## config.mk

```make
export PLATFORM = sky130hd
export DESIGN_NAME = smp_port
export DESIGN_NICKNAME = d
export VERILOG_FILES = /design/src/rtl/smp_pkg.sv /design/src/rtl/smp_fifo2.sv /design/src/rtl/smp_port.sv
export SDC_FILE = /design/constraint.sdc
export NUM_CORES = 2
export LEC_CHECK = 0
export ABC_AREA = 1
export BUFFER_PORTS_ARGS = -buffer_cell sky130_fd_sc_hd__buf_4
export CAP_MARGIN = 40
export CELL_PAD_IN_SITES_DETAIL_PLACEMENT = 1
export CELL_PAD_IN_SITES_GLOBAL_PLACEMENT = 1
export CORE_MARGIN = 2
export CORE_UTILIZATION = 45
export DETAILED_ROUTE_END_ITERATION = 10
export GPL_ROUTABILITY_DRIVEN = 0
export PLACE_DENSITY_LB_ADDON = 0.2
export SLEW_MARGIN = 20
export SYNTH_ARGS = -nofsm -noshare
export SYNTH_HDL_FRONTEND = slang
export SYNTH_HIERARCHICAL = 1
export SYNTH_SLANG_ARGS = --single-unit
export TNS_END_PERCENT = 1
```

## constraint.sdc

```tcl
create_clock -name CLOCK -period 6.5 [get_ports CLOCK]
set_input_delay 0.65 -clock CLOCK [delete_from_list [all_inputs] [get_ports CLOCK]]
set_output_delay 0.65 -clock CLOCK [all_outputs]
set_load 0.05 [all_outputs]
```

## src/rtl/smp_pkg.sv

```systemverilog
// Purpose: shared constants and carriers of the serial memory programming port
// Assumes: 40 MHz core clock, programmer follows the four-byte frame protocol
// Notes:   Operation list below
//
// Operation
// - programming works while the reset pin is held low or the power-on enable strap was low
// - after reset goes low, only Programming Enable is honoured first
// - data in and out use alternate port pins; clock pin is shared
// - serial EEPROM write erases the location itself before writing
// - chip erase sets every Flash and EEPROM byte to all ones
// - incoming bits are sampled on serial clock rising edge
// - outgoing bits change on serial clock falling edge
// - enable pin low at power-on also enters mode until power-down
// - second enable byte is echoed while the third byte shifts in
// - page buffer loads one byte per instruction, low byte before high
// - Write Page with nine high address bits commits buffered page
// - EEPROM written one byte per instruction; programmer waits byte time
// - read instruction returns addressed location on serial output
// - reset pin high ends a session entered by the reset pin and resumes normal operation
// - Programming Enable is bytes ac, 53 then two free bytes
// - chip erase is byte ac then a byte starting 100
// - reads inside a page being programmed return all ones until done
package smp_pkg;

  // ----------------------------------------------------------------
  // timing
  // ----------------------------------------------------------------
  localparam int CLK_HZ        = 40_000_000;
  localparam int FLASH_WAIT_US = 4500;
  localparam int EE_WAIT_US    = 9000;
  localparam int ERASE_WAIT_US = 9000;
  localparam int FLASH_WAIT_CYC = FLASH_WAIT_US * (CLK_HZ / 1_000_000);
  localparam int EE_WAIT_CYC    = EE_WAIT_US * (CLK_HZ / 1_000_000);
  localparam int ERASE_WAIT_CYC = ERASE_WAIT_US * (CLK_HZ / 1_000_000);
  localparam int BUSY_W         = 20;

  // ----------------------------------------------------------------
  // frame layout and instruction codes
  // ----------------------------------------------------------------
  localparam logic [5:0] FRAME_BITS = 6'h20;
  localparam logic [5:0] RD_SLOT    = 6'h18;
  localparam logic [7:0] B1_SPECIAL = 8'hac;
  localparam logic [7:0] B2_ENABLE  = 8'h53;
  localparam logic [2:0] B2_ERASE   = 3'h4;
  localparam logic [3:0] B1_RD_FL   = 4'h2;
  localparam logic [3:0] B1_LD_PG   = 4'h4;
  localparam logic [7:0] B1_WR_PG   = 8'h4c;
  localparam logic [7:0] B1_RD_EE   = 8'ha0;
  localparam logic [7:0] B1_WR_EE   = 8'hc0;
  localparam int         H_BIT      = 3;
  localparam logic [7:0] ERASED     = 8'hff;

  // ----------------------------------------------------------------
  // memory geometry
  // ----------------------------------------------------------------
  localparam int PG_WORD_W = 7;
  localparam int PG_NUM_W  = 9;
  localparam int EE_ADR_W  = 12;
  localparam int ADR_W     = 16;

  typedef enum logic [1:0] {OP_FLASH_WR, OP_EE_WR, OP_ERASE} smp_op_t;
  typedef enum logic {SP_FLASH, SP_EE} smp_space_t;

  // write request toward the array controller
  typedef struct packed {
    smp_op_t          op;
    logic             hi;
    logic [ADR_W-1:0] addr;
    logic [7:0]       data;
  } smp_req_t;

  // read address toward the arrays
  typedef struct packed {
    smp_space_t       space;
    logic             hi;
    logic [ADR_W-1:0] addr;
  } smp_rd_t;

endpackage : smp_pkg

```

## src/rtl/smp_fifo2.sv

```systemverilog
// Purpose: small buffer between command source and array controller
// Assumes: single clock, source and sink on the same clock
// Notes:   full and empty are exact; in_ready drops when every slot is used
`timescale 1ns/1ps
module smp_fifo2 #(
  parameter int W     = 8,
  parameter int DEPTH = 2
) (
  input  wire logic         clk,
  input  wire logic         rst_n,
  input  wire logic         in_valid,
  output logic              in_ready,
  input  wire logic [W-1:0] in_data,
  output logic              out_valid,
  input  wire logic         out_ready,
  output logic [W-1:0]      out_data
);
  localparam int AW = $clog2(DEPTH);

  typedef struct packed {
    logic [DEPTH-1:0][W-1:0] mem;
    logic [AW-1:0]           wp;
    logic [AW-1:0]           rp;
    logic [AW:0]             cnt;
  } smp_fifo_st_t;

  smp_fifo_st_t st_q, st_d;
  logic         push;
  logic         pop;

  assign in_ready  = st_q.cnt != (AW+1)'(DEPTH);
  assign out_valid = st_q.cnt != '0;
  assign out_data  = st_q.mem[st_q.rp];
  assign push      = in_valid & in_ready;
  assign pop       = out_valid & out_ready;

  // pointers wrap at DEPTH so any depth of two or more works
  always_comb begin
    st_d = st_q;
    if (push) begin
      st_d.mem[st_q.wp] = in_data;
      st_d.wp = (st_q.wp == AW'(DEPTH-1)) ? '0 : st_q.wp + 1'b1;
    end
    if (pop) begin
      st_d.rp = (st_q.rp == AW'(DEPTH-1)) ? '0 : st_q.rp + 1'b1;
    end
    st_d.cnt = st_q.cnt + (AW+1)'(push) - (AW+1)'(pop);
  end

  always_ff @(posedge clk or negedge rst_n) begin
    if (!rst_n) begin
      st_q <= '0;
    end else begin
      st_q <= st_d;
    end
  end

endmodule : smp_fifo2

```

## src/rtl/smp_port.sv

```systemverilog
// Purpose: serial programming port: frame shifter, decoder, page buffer
// Assumes: serial clock slow enough to be edge-sampled by CLOCK
// Notes:   write requests leave through a two-entry buffer with back-pressure
`timescale 1ns/1ps
module smp_port #(
  parameter int FLASH_WAIT = smp_pkg::FLASH_WAIT_CYC,
  parameter int EE_WAIT    = smp_pkg::EE_WAIT_CYC,
  parameter int ERASE_WAIT = smp_pkg::ERASE_WAIT_CYC
) (
  input  wire logic              CLOCK,
  input  wire logic              RESETN,
  input  wire logic              RESET_PIN_N,
  input  wire logic              PROG_ENABLE_PIN_N,
  input  wire logic              SHARED_CLOCK_PORT_BIT,
  input  wire logic              ALT_DATA_IN_PORT_BIT,
  output logic                   ALT_DATA_OUT_PORT_BIT,
  output logic                   ALT_DATA_OUT_OE_N,
  output logic                   PROG_MODE,
  output logic                   PROG_ENABLED,
  output logic                   WRITE_BUSY,
  output smp_pkg::smp_rd_t       MEM_RD,
  input  wire logic [7:0]        MEM_RD_DATA,
  output smp_pkg::smp_req_t      MEM_REQ,
  output logic                   MEM_REQ_VALID,
  input  wire logic              MEM_REQ_READY
);

  // ----------------------------------------------------------------
  // state
  // ----------------------------------------------------------------
  typedef enum logic [1:0] {BZ_NONE, BZ_FLASH, BZ_EE, BZ_ERASE} smp_busy_t;

  typedef struct packed {
    logic [1:0]                    sck_s;
    logic [1:0]                    din_s;
    logic [1:0]                    rst_s;
    logic [1:0]                    pen_s;
    logic                          sck_prev;
    logic [1:0]                    por_cnt;
    logic                          por_done;
    logic                          pen_mode;
    logic                          enabled;
    logic [5:0]                    bit_cnt;
    logic [31:0]                   in_sr;
    logic [7:0]                    out_sr;
    logic [7:0]                    nxt_byte;
    logic                          rd_pend;
    smp_pkg::smp_rd_t              rd;
    logic [255:0][7:0]             pg;
    logic                          fl_active;
    logic [7:0]                    fl_idx;
    logic [smp_pkg::PG_NUM_W-1:0]  fl_page;
    logic                          one_valid;
    smp_pkg::smp_req_t             one_req;
    logic [smp_pkg::BUSY_W-1:0]    busy_cnt;
    smp_busy_t                     busy_kind;
    logic [smp_pkg::PG_NUM_W-1:0]  busy_page;
    logic [smp_pkg::ADR_W-1:0]     busy_ee;
  } smp_st_t;

  smp_st_t           st_q;
  smp_st_t           st_d;
  logic              prog_mode;
  logic              rise;
  logic              fall;
  logic [5:0]        cnt_n;
  logic [31:0]       sh;
  logic              busy_any;
  logic              poll_blank;
  logic              buf_in_valid;
  logic              buf_in_ready;
  smp_pkg::smp_req_t buf_in_data;

  // ----------------------------------------------------------------
  // decode helpers
  // ----------------------------------------------------------------
  // true when b1 matches a code whose H bit is free
  function automatic logic h_match(input logic [7:0] b1, input logic [3:0] hi);
    h_match = (b1[7:4] == hi) && (b1[2:0] == 3'h0);
  endfunction : h_match

  // reads of a location still being programmed return all ones; a flush stalled
  // past its timer still counts, so polling never sees a half-written page
  always_comb begin
    poll_blank = 1'b0;
    if (busy_any) begin
      if (st_q.busy_kind == BZ_ERASE) begin
        poll_blank = 1'b1;
      end else if (st_q.busy_kind == BZ_FLASH && st_q.rd.space == smp_pkg::SP_FLASH) begin
        poll_blank = st_q.rd.addr[smp_pkg::ADR_W-1:smp_pkg::PG_WORD_W] == st_q.busy_page;
      end else if (st_q.busy_kind == BZ_EE && st_q.rd.space == smp_pkg::SP_EE) begin
        poll_blank = st_q.rd.addr == st_q.busy_ee;
      end
    end
  end

  // ----------------------------------------------------------------
  // link sampling
  // ----------------------------------------------------------------
  // mode holds while reset pin is low or the power-on enable strap was low
  assign prog_mode = ~st_q.rst_s[1] | st_q.pen_mode;
  assign rise      = st_q.sck_s[1] & ~st_q.sck_prev;
  assign fall      = ~st_q.sck_s[1] & st_q.sck_prev;
  assign cnt_n     = st_q.bit_cnt + 6'h01;
  assign sh        = {st_q.in_sr[30:0], st_q.din_s[1]};
  // requests still queued toward the array keep the port busy
  assign busy_any  = (st_q.busy_cnt != '0) | st_q.fl_active | st_q.one_valid | MEM_REQ_VALID;

  // ----------------------------------------------------------------
  // request toward the buffer
  // ----------------------------------------------------------------
  // page flush has priority; a single request never coexists with it
  always_comb begin
    buf_in_valid = st_q.fl_active | st_q.one_valid;
    buf_in_data  = st_q.one_req;
    if (st_q.fl_active) begin
      buf_in_data.op   = smp_pkg::OP_FLASH_WR;
      buf_in_data.hi   = st_q.fl_idx[0];
      buf_in_data.addr = {st_q.fl_page, st_q.fl_idx[7:1]};
      buf_in_data.data = st_q.pg[st_q.fl_idx];
    end
  end

  // ----------------------------------------------------------------
  // next state
  // ----------------------------------------------------------------
  always_comb begin
    st_d = st_q;
    // two-stage synchronisers for every pin
    st_d.sck_s    = {st_q.sck_s[0], SHARED_CLOCK_PORT_BIT};
    st_d.din_s    = {st_q.din_s[0], ALT_DATA_IN_PORT_BIT};
    st_d.rst_s    = {st_q.rst_s[0], RESET_PIN_N};
    st_d.pen_s    = {st_q.pen_s[0], PROG_ENABLE_PIN_N};
    st_d.sck_prev = st_q.sck_s[1];

    // strap catch once synchronisers have filled after power-on
    if (!st_q.por_done) begin
      st_d.por_cnt = st_q.por_cnt + 2'h1;
      if (st_q.por_cnt == 2'h3) begin
        st_d.por_done = 1'b1;
        st_d.pen_mode = ~st_q.pen_s[1];
      end
    end

    // self-timed write timer
    if (st_q.busy_cnt != '0) begin
      st_d.busy_cnt = st_q.busy_cnt - 1'b1;
    end

    // drain pending writes into the buffer
    if (buf_in_valid && buf_in_ready) begin
      if (st_q.fl_active) begin
        st_d.fl_idx = st_q.fl_idx + 8'h01;
        if (st_q.fl_idx == 8'hff) begin
          st_d.fl_active = 1'b0;
        end
      end else begin
        st_d.one_valid = 1'b0;
      end
    end

    // read data captured one cycle after the address went out
    if (st_q.rd_pend) begin
      st_d.rd_pend  = 1'b0;
      st_d.nxt_byte = poll_blank ? smp_pkg::ERASED : MEM_RD_DATA;
    end

    if (!prog_mode) begin
      // leaving the mode drops enable and realigns the frame
      st_d.enabled  = 1'b0;
      st_d.bit_cnt  = '0;
      st_d.out_sr   = '0;
      st_d.nxt_byte = '0;
      st_d.rd_pend  = 1'b0;
    end else begin
      if (fall) begin
        // byte boundary loads the next byte, otherwise shift
        if (st_q.bit_cnt[2:0] == 3'h0) begin
          st_d.out_sr = st_q.nxt_byte;
        end else begin
          st_d.out_sr = {st_q.out_sr[6:0], 1'b0};
        end
      end

      if (rise) begin
        st_d.in_sr   = sh;
        st_d.bit_cnt = cnt_n;
        if (cnt_n == 6'h08 || cnt_n == 6'h10) begin
          st_d.nxt_byte = sh[7:0];
        end else if (cnt_n == smp_pkg::RD_SLOT) begin
          st_d.nxt_byte = sh[7:0];
          if (st_q.enabled && h_match(sh[23:16], smp_pkg::B1_RD_FL)) begin
            st_d.rd.space = smp_pkg::SP_FLASH;
            st_d.rd.hi    = sh[16+smp_pkg::H_BIT];
            st_d.rd.addr  = sh[15:0];
            st_d.rd_pend  = 1'b1;
          end else if (st_q.enabled && sh[23:16] == smp_pkg::B1_RD_EE) begin
            st_d.rd.space = smp_pkg::SP_EE;
            st_d.rd.hi    = 1'b0;
            st_d.rd.addr  = {4'h0, sh[11:0]};
            st_d.rd_pend  = 1'b1;
          end
        end else if (cnt_n == smp_pkg::FRAME_BITS) begin
          st_d.bit_cnt  = '0;
          st_d.nxt_byte = '0;
          if (!st_q.enabled) begin
            // nothing but the enable code is honoured at first
            if (sh[31:24] == smp_pkg::B1_SPECIAL && sh[23:16] == smp_pkg::B2_ENABLE) begin
              st_d.enabled = 1'b1;
            end
          end else if (!busy_any) begin
            // non-read instructions during a write are dropped
            if (sh[31:24] == smp_pkg::B1_SPECIAL && sh[23:21] == smp_pkg::B2_ERASE) begin
              st_d.one_valid     = 1'b1;
              st_d.one_req.op    = smp_pkg::OP_ERASE;
              st_d.one_req.hi    = 1'b0;
              st_d.one_req.addr  = '0;
              st_d.one_req.data  = smp_pkg::ERASED;
              st_d.pg            = '1;
              st_d.busy_kind     = BZ_ERASE;
              st_d.busy_cnt      = smp_pkg::BUSY_W'(ERASE_WAIT);
            end else if (h_match(sh[31:24], smp_pkg::B1_LD_PG)) begin
              // low and high bytes sit side by side per word
              st_d.pg[{sh[14:8], sh[24+smp_pkg::H_BIT]}] = sh[7:0];
            end else if (sh[31:24] == smp_pkg::B1_WR_PG) begin
              st_d.fl_active = 1'b1;
              st_d.fl_idx    = '0;
              st_d.fl_page   = {sh[23:16], sh[15]};
              st_d.busy_page = {sh[23:16], sh[15]};
              st_d.busy_kind = BZ_FLASH;
              st_d.busy_cnt  = smp_pkg::BUSY_W'(FLASH_WAIT);
            end else if (sh[31:24] == smp_pkg::B1_WR_EE) begin
              // array erases the byte itself before writing it
              st_d.one_valid    = 1'b1;
              st_d.one_req.op   = smp_pkg::OP_EE_WR;
              st_d.one_req.hi   = 1'b0;
              st_d.one_req.addr = {4'h0, sh[19:8]};
              st_d.one_req.data = sh[7:0];
              st_d.busy_ee      = {4'h0, sh[19:8]};
              st_d.busy_kind    = BZ_EE;
              st_d.busy_cnt     = smp_pkg::BUSY_W'(EE_WAIT);
            end
          end
        end
      end
    end
  end

  // ----------------------------------------------------------------
  // state register
  // ----------------------------------------------------------------
  // synchronisers reset to the idle pin levels; page buffer to erased
  always_ff @(posedge CLOCK or negedge RESETN) begin
    if (!RESETN) begin
      st_q       <= '0;
      st_q.rst_s <= 2'h3;
      st_q.pen_s <= 2'h3;
      st_q.pg    <= '1;
    end else begin
      st_q <= st_d;
    end
  end

  // ----------------------------------------------------------------
  // write buffer
  // ----------------------------------------------------------------
  // a stalled array controller backs up into the page flush
  smp_fifo2 #(
    .W     ($bits(smp_pkg::smp_req_t)),
    .DEPTH (2)
  ) u_buf (
    .clk       (CLOCK),
    .rst_n     (RESETN),
    .in_valid  (buf_in_valid),
    .in_ready  (buf_in_ready),
    .in_data   (buf_in_data),
    .out_valid (MEM_REQ_VALID),
    .out_ready (MEM_REQ_READY),
    .out_data  (MEM_REQ)
  );

  // ----------------------------------------------------------------
  // outputs
  // ----------------------------------------------------------------
  // data pin driven for the whole session, released otherwise
  assign ALT_DATA_OUT_PORT_BIT = st_q.out_sr[7];
  assign ALT_DATA_OUT_OE_N     = ~prog_mode;
  assign PROG_MODE             = prog_mode;
  assign PROG_ENABLED          = st_q.enabled;
  assign WRITE_BUSY            = busy_any;
  assign MEM_RD                = st_q.rd;

endmodule : smp_port

```

# Word level (Yosys, flattened, before mapping)
# Cells that the tools add are included.
[word_totals] in_bits=15 out_inout_bits=51 elab_cells=445 reg_bits=2273
[classes] reduce_logical=30 n_eq_ne=27 n_lt_le_gt_ge=6 bitwise_logic=22 addsub=8 muxes=63
[ops] op="two-way mux 2141 bit" count=4
[ops] op="two-way mux 2048 bit" count=2
[ops] op="two-way mux 2168 bit" count=1
[ops] op="two-way mux 2160 bit" count=1
[ops] op="bitwise mux 2048 bit" count=1
[ops] op="two-way mux 93 bit" count=2
[ops] op="two-way mux 27 bit" count=4
[ops] op="two-way mux 50 bit" count=2
[ops] op="binary-select mux 8 bit (select 8 bit)" count=1
[ops] op="demux 8 bit (select 8 bit)" count=1
[ops] op="two-way mux 8 bit" count=8
[ops] op="two-way mux 19 bit" count=3
[ops] op="bitwise mux 54 bit" count=1
[ops] op="two-way mux 39 bit" count=1
[ops] op="two-way mux 18 bit" count=2
[ops] op="two-way mux 9 bit" count=4
[ops] op="equality test 8 bit (second input constant)" count=4
[ops] op="two-way mux 28 bit" count=1
[ops] op="two-way mux 7 bit" count=4
[ops] op="demux 27 bit (select 1 bit)" count=1
[ops] op="two-way mux 25 bit" count=1
[ops] op="two-way mux 12 bit" count=2
[ops] op="two-way mux 22 bit" count=1
[ops] op="two-way mux 20 bit" count=1
[ops] op="43 further kinds" count=103

# Longest topological paths before layout
[depth] word_depth=14 ltp_mapped=22 ltp_nobuf=19

# Modules after synthesis
# The synthesis kept the hierarchy.
[modules_own_cells] module="smp_port" seq_area_each_um2=57845.5 instances=1 area_each_um2=113246.1 cells_each=14163
[modules_own_cells] module="smp_fifo2" seq_area_each_um2=1451.4 instances=1 area_each_um2=2851.5 cells_each=355

# Worst setup path after synthesis
# Ideal clock, no wire load.
[synth_path] path_type="reg-to-reg" from="register st_q[2223] in the netlist's numbering" to="register st_q (netlist bit MEM_RD[11])" arrival_time_ns=2.498 period_less_slack_ns=2.576 path_stages_with_launch=10 setup_time_ns=0.077 path_buffers=1 path_slack_ns=3.924 t_required_ns=6.423 cell_sequence="dfstp_2 > inv_1 > nor2_1 > nor2_1 > nand4_1 > nand2_1 > inv_2 > clkbuf_1 > nand2_1 > o21ai_1"
[synth_between] elab_chain_len=3
[synth_lines] element="start, declared" line_no="smp_port.sv:61" source="smp_st_t st_q;"
[synth_lines] element="start signal, assigned" line_no="smp_port.sv:260" source="st_q <= st_d;"
[synth_lines] element="inverter 1 bit" line_no="smp_port.sv:101" source="assign prog_mode = ~st_q.rst_s[1] | st_q.pen_mode;"
[synth_lines] element="OR 1 bit" line_no="smp_port.sv:101"
[synth_lines] element="AND reduction 5 bit (no line)"
# Every way passes these cells.
# A chain may end at the register's enable or synchronous reset.

==> metrics.md <==
| Metric | Value |
|---|---|
| Area leader, netlist | dfstp_2 |
| Drc violations | 0 |
| Core Region | 257000 um^2 |
| Crit path max-delay family | simple AND/OR/NAND/NOR gates |
| FILL cells | 30800 |
| Die width | 512 um |
| Slowest library cell on the worst path | dfrtp_4 |
| WHS | 131 ps |
| Port Buf Inserts | 65 |
| Max Fanout on Critical Path | 121 |
| Max incr delay on CP | 870 ps |
| Syn avg cell area | 8.00 um^2 |
| Num rows | 186 |
| Worst-path clk slew | 60 ps |
| Distinct cells, synth | 46 |
| H-Tree Depth | 5 |
| Nets | 14000 |
| VDD IR max | 202 uV |
| Post-synthesis mux area share | 0 |
| Synth cell count leaders | 5231 x nand2_1, 2064 x o21ai_1, 2052 x dfstp_2, 1077 x nand3_1, 945 x inv_1 |
| Tot Pwr | 0.0319 W |
| Post-Syn Nets | 14500 |
| Number of synthesized flops with an enable pin | 0 |
| MaxCap Viol Count | 0 |
| Clk_lat worst skew | 880 ps |
| Worst slew pin tran | 1100 ps |
| DP Wirelength | 239 mm |
| FF/Latch Area | 59300 um^2 |
| WL final | 404 mm |
| Grt ovf | 0 |
| Synthesized area | 116000 um^2 |
| Register area share after synthesis | 0.511 |
| Hold Vio Cnt, Final | 0 |
| First-pass GRT wire length | 627 mm |
| ANT nets after route | 0 |
| Drt wl/cell | 23.0 um |
| WP data required | 7240 ps |
| Postcts setup bufs | 0 |
| Multi-input logic area | 47600 um^2 |
| Top-count cell post-synth | nand2_1 |
| CTS buffer count | 273 |
| Pwr dens | 252 nW/um^2 |
| Vias in the first global route | 103000 |
| Fin. max-slew vios | 0 |
| Final Core Density | 0.493 |
| Die Y | 512 um |
| Status | finished, final reports clean |
| Clk sinks | 2267 |
| Syn Inst Count | 14500 |
| Initial core utilization | 0.452 |
| Top cells by area, synth | dfstp_2 46%, nand2_1 17%, o21ai_1 8.9%, nand3_1 4.6%, dfrtp_1 4.6% |
| Cell Chain, Critical Path | buf_12, buf_4, nand2_1, nand3_1, nand2_1, nand2_1, nand2_1, inv_1, nand2_1, nand2_1, nand2_1, nor2_1, nand2_1, nand2_1, nor2_1, nor2_1, nor2_1, nand4_1, nand2_1 |
| DRT Pass-1 Iters | 6 |
| Die area | 262000 um^2 |
| Worst relative slew slack | 0.265 |
| Final worst-path cycle share | 0.748 |
| CTS tree | yes |
| Final setup violating endpoints | 0 |
| Yosys top cell area share | 0.464 |
| Area share of fa/ha/maj cells after synthesis | 0.000647 |
| Setup slack after layout | 1640 ps |
| Setup crit end kind | flop |
| All-Layer GR Usage | 0.304 |
| Pleak | 48.6 nW |
| Fin Setup TNS | 0 ps |
| Buffers & Inverters on Critical Path | 3 |
| Arrival time of the worst setup path | 5600 ps |
| Routed vias/inst | 5.65 |
| Worst-case clock buffer depth | 4 |
| Synth Area in XOR/XNOR | 0.00248 |
| Fraction of layout instances using a drive strength above 1 | 0.217 |
| Worst Path Class, Setup | flop to flop |
| Initial antenna violation count | 11 |
| Clock Tree Root | clkbuf_16 |
| Synth Area in Compound Gates | 0.119 |
| Hold Crit Class | input pin to flop |
| Pre-CTS setup slack | 1710 ps |
| RSZ-0062 raised after global routing | false |
| Async set or reset register ratio after synthesis | 1.00 |
| Post-layout min period | 4860 ps |
| Fmax achieved | 0.206 GHz |
| Synth-to-Final Area Change | 9.05% |
| Post-Synth Simple-Gate Area | 0.286 |
| CP startpoint kind | flop |
| Synth Warn # | 6 |
| DR vias | 99000 |
| Setup clock skew after layout | 58.8 ps |
| Post-synthesis register bit count | 2267 |
| Most used cell, CP | nand2_1 |
| # IOs | 66 |
| Dominant synthesized flop cell | dfstp_2 |
| Largest family of logic cells by synthesized area | simple AND/OR/NAND/NOR gates |
| Initial DRC count | 7746 |
| Largest net degree at the start of global routing | 184 |
power by group:
group | switching [W] | total [W] | internal [W] | leakage, nW
registers | 0.0000496 | 0.0143 | 0.0142 | 24.1
logic | 0.00209 | 0.00233 | 0.000239 | 20.2
clock network | 0.00623 | 0.0153 | 0.00906 | 4.30
total | 0.00837 | 0.0319 | 0.0235 | 48.6
worst register-to-register path: stages, from the launching register on:
cell	delay (ps)
dfrtp_4	870
buf_12	470
buf_4	850
nand2_1	130
nand3_1	130
nand2_1	70
nand2_1	60
nand2_1	70
inv_1	100
nand2_1	150
nand2_1	90
nand2_1	80
nor2_1	550
nand2_1	280
nand2_1	140
nor2_1	90
nor2_1	350
nor2_1	100
nand4_1	100
nand2_1	70
timing repair:
item	CTS	global route
endpoints found under the setup margin	0	0
endpoints found under the hold margin	13	0
resized for setup	0	0
hold buffers	5	0
logic make-up (layout without fill, tap and decap cells):
family | Yosys count | after routing
AO/OA/AOI/OAI | 2667 | 2667
XOR/XNOR | 32 | 32
adder cells (fa/ha/maj) | 6 | 6
buffers and inverters | 2058 | 1677
flip-flops | 2267 | 2267
other | 0 | 4
AND/OR/NAND/NOR | 7488 | 7488
flip-flops by register name (all words and copies together), names as in the netlist:
register               count
sh                        32
ALT_DATA_OUT_PORT_BIT      1
PROG_ENABLED               1
st_q                    2152
MEM_RD                    18
st_d                       5
u_buf/st_q                58
per-stage QoR:
step	area [um^2]	std cells
3_3_place_gp	117000	17000
3_5_place_dp	118000	17000
5_1_grt	127000	17500
2_1_floorplan	116000	14500
6_report	127000	17500
4_1_cts	126000	17500
final cells by class:
cell class / instances / area share
Sequential cell: 2267 / 0.468
Multi-Input combinational cell: 10200 / 0.376
Clock buffer: 404 / 0.0638
Tap cell: 3384 / 0.0334
Inverter: 956 / 0.0290
Timing Repair Buffer: 258 / 0.0241
Clock inverter: 59 / 0.00531
Antenna cell: 4 / 0.0000791
layout by cell type, fill, tap and decap left out, types with 9 or more instances in the layout:
master	count
or2_2	49
buf_16	15
xnor2_1	11
nand3_4	244
clkbuf_8	56
a21oi_1	13
clkbuf_16	282
nand3_2	11
clkbuf_1	66
nand4_1	69
o21ai_0	422
dfstp_2	2052
dfrtp_1	210
nor4_1	9
o22ai_1	9
nand2_1	5231
xor2_1	20
nor2_2	9
nor2_4	23
bufinv_16	12
nand3_1	1076
inv_8	11
o21ai_1	2064
inv_6	10
clkinv_2	28
buf_12	61
nor3_1	13
nor2_1	748
o211ai_1	143
inv_1	934
buf_4	170
path summary, 6_finish.rpt:
path	end	start	slack, ps	cells after the start
worst max-delay path	u_buf/st_q[32]	st_q[84]	1640	19
min in group asynchronous	st_q[2159]	RESETN	350	2
worst min register to register	sh[0]	st_d[2225]	350	0
worst max register to register	u_buf/st_q[32]	st_q[84]	1640	19
worst min-delay path	st_q[2167]	MEM_RD_DATA[7]	130	5
max in group asynchronous	st_q[1552]	RESETN	4260	4
per-layer routing:
| metal | GRT usage | vias to the layer above | wire, um | part of all wire |
|---|---|---|---|---|
| met5 | 0 | - | 67 | 0.00017 |
| met4 | 0.127 | 10 | 18500 | 0.046 |
| met3 | 0.0371 | 789 | 19400 | 0.048 |
| met2 | 0.499 | 2395 | 190000 | 0.47 |
| met1 | 0.407 | 50400 | 176000 | 0.44 |
| li1 | - | 45400 | - | - |
(Power assumes the default switching activity.)
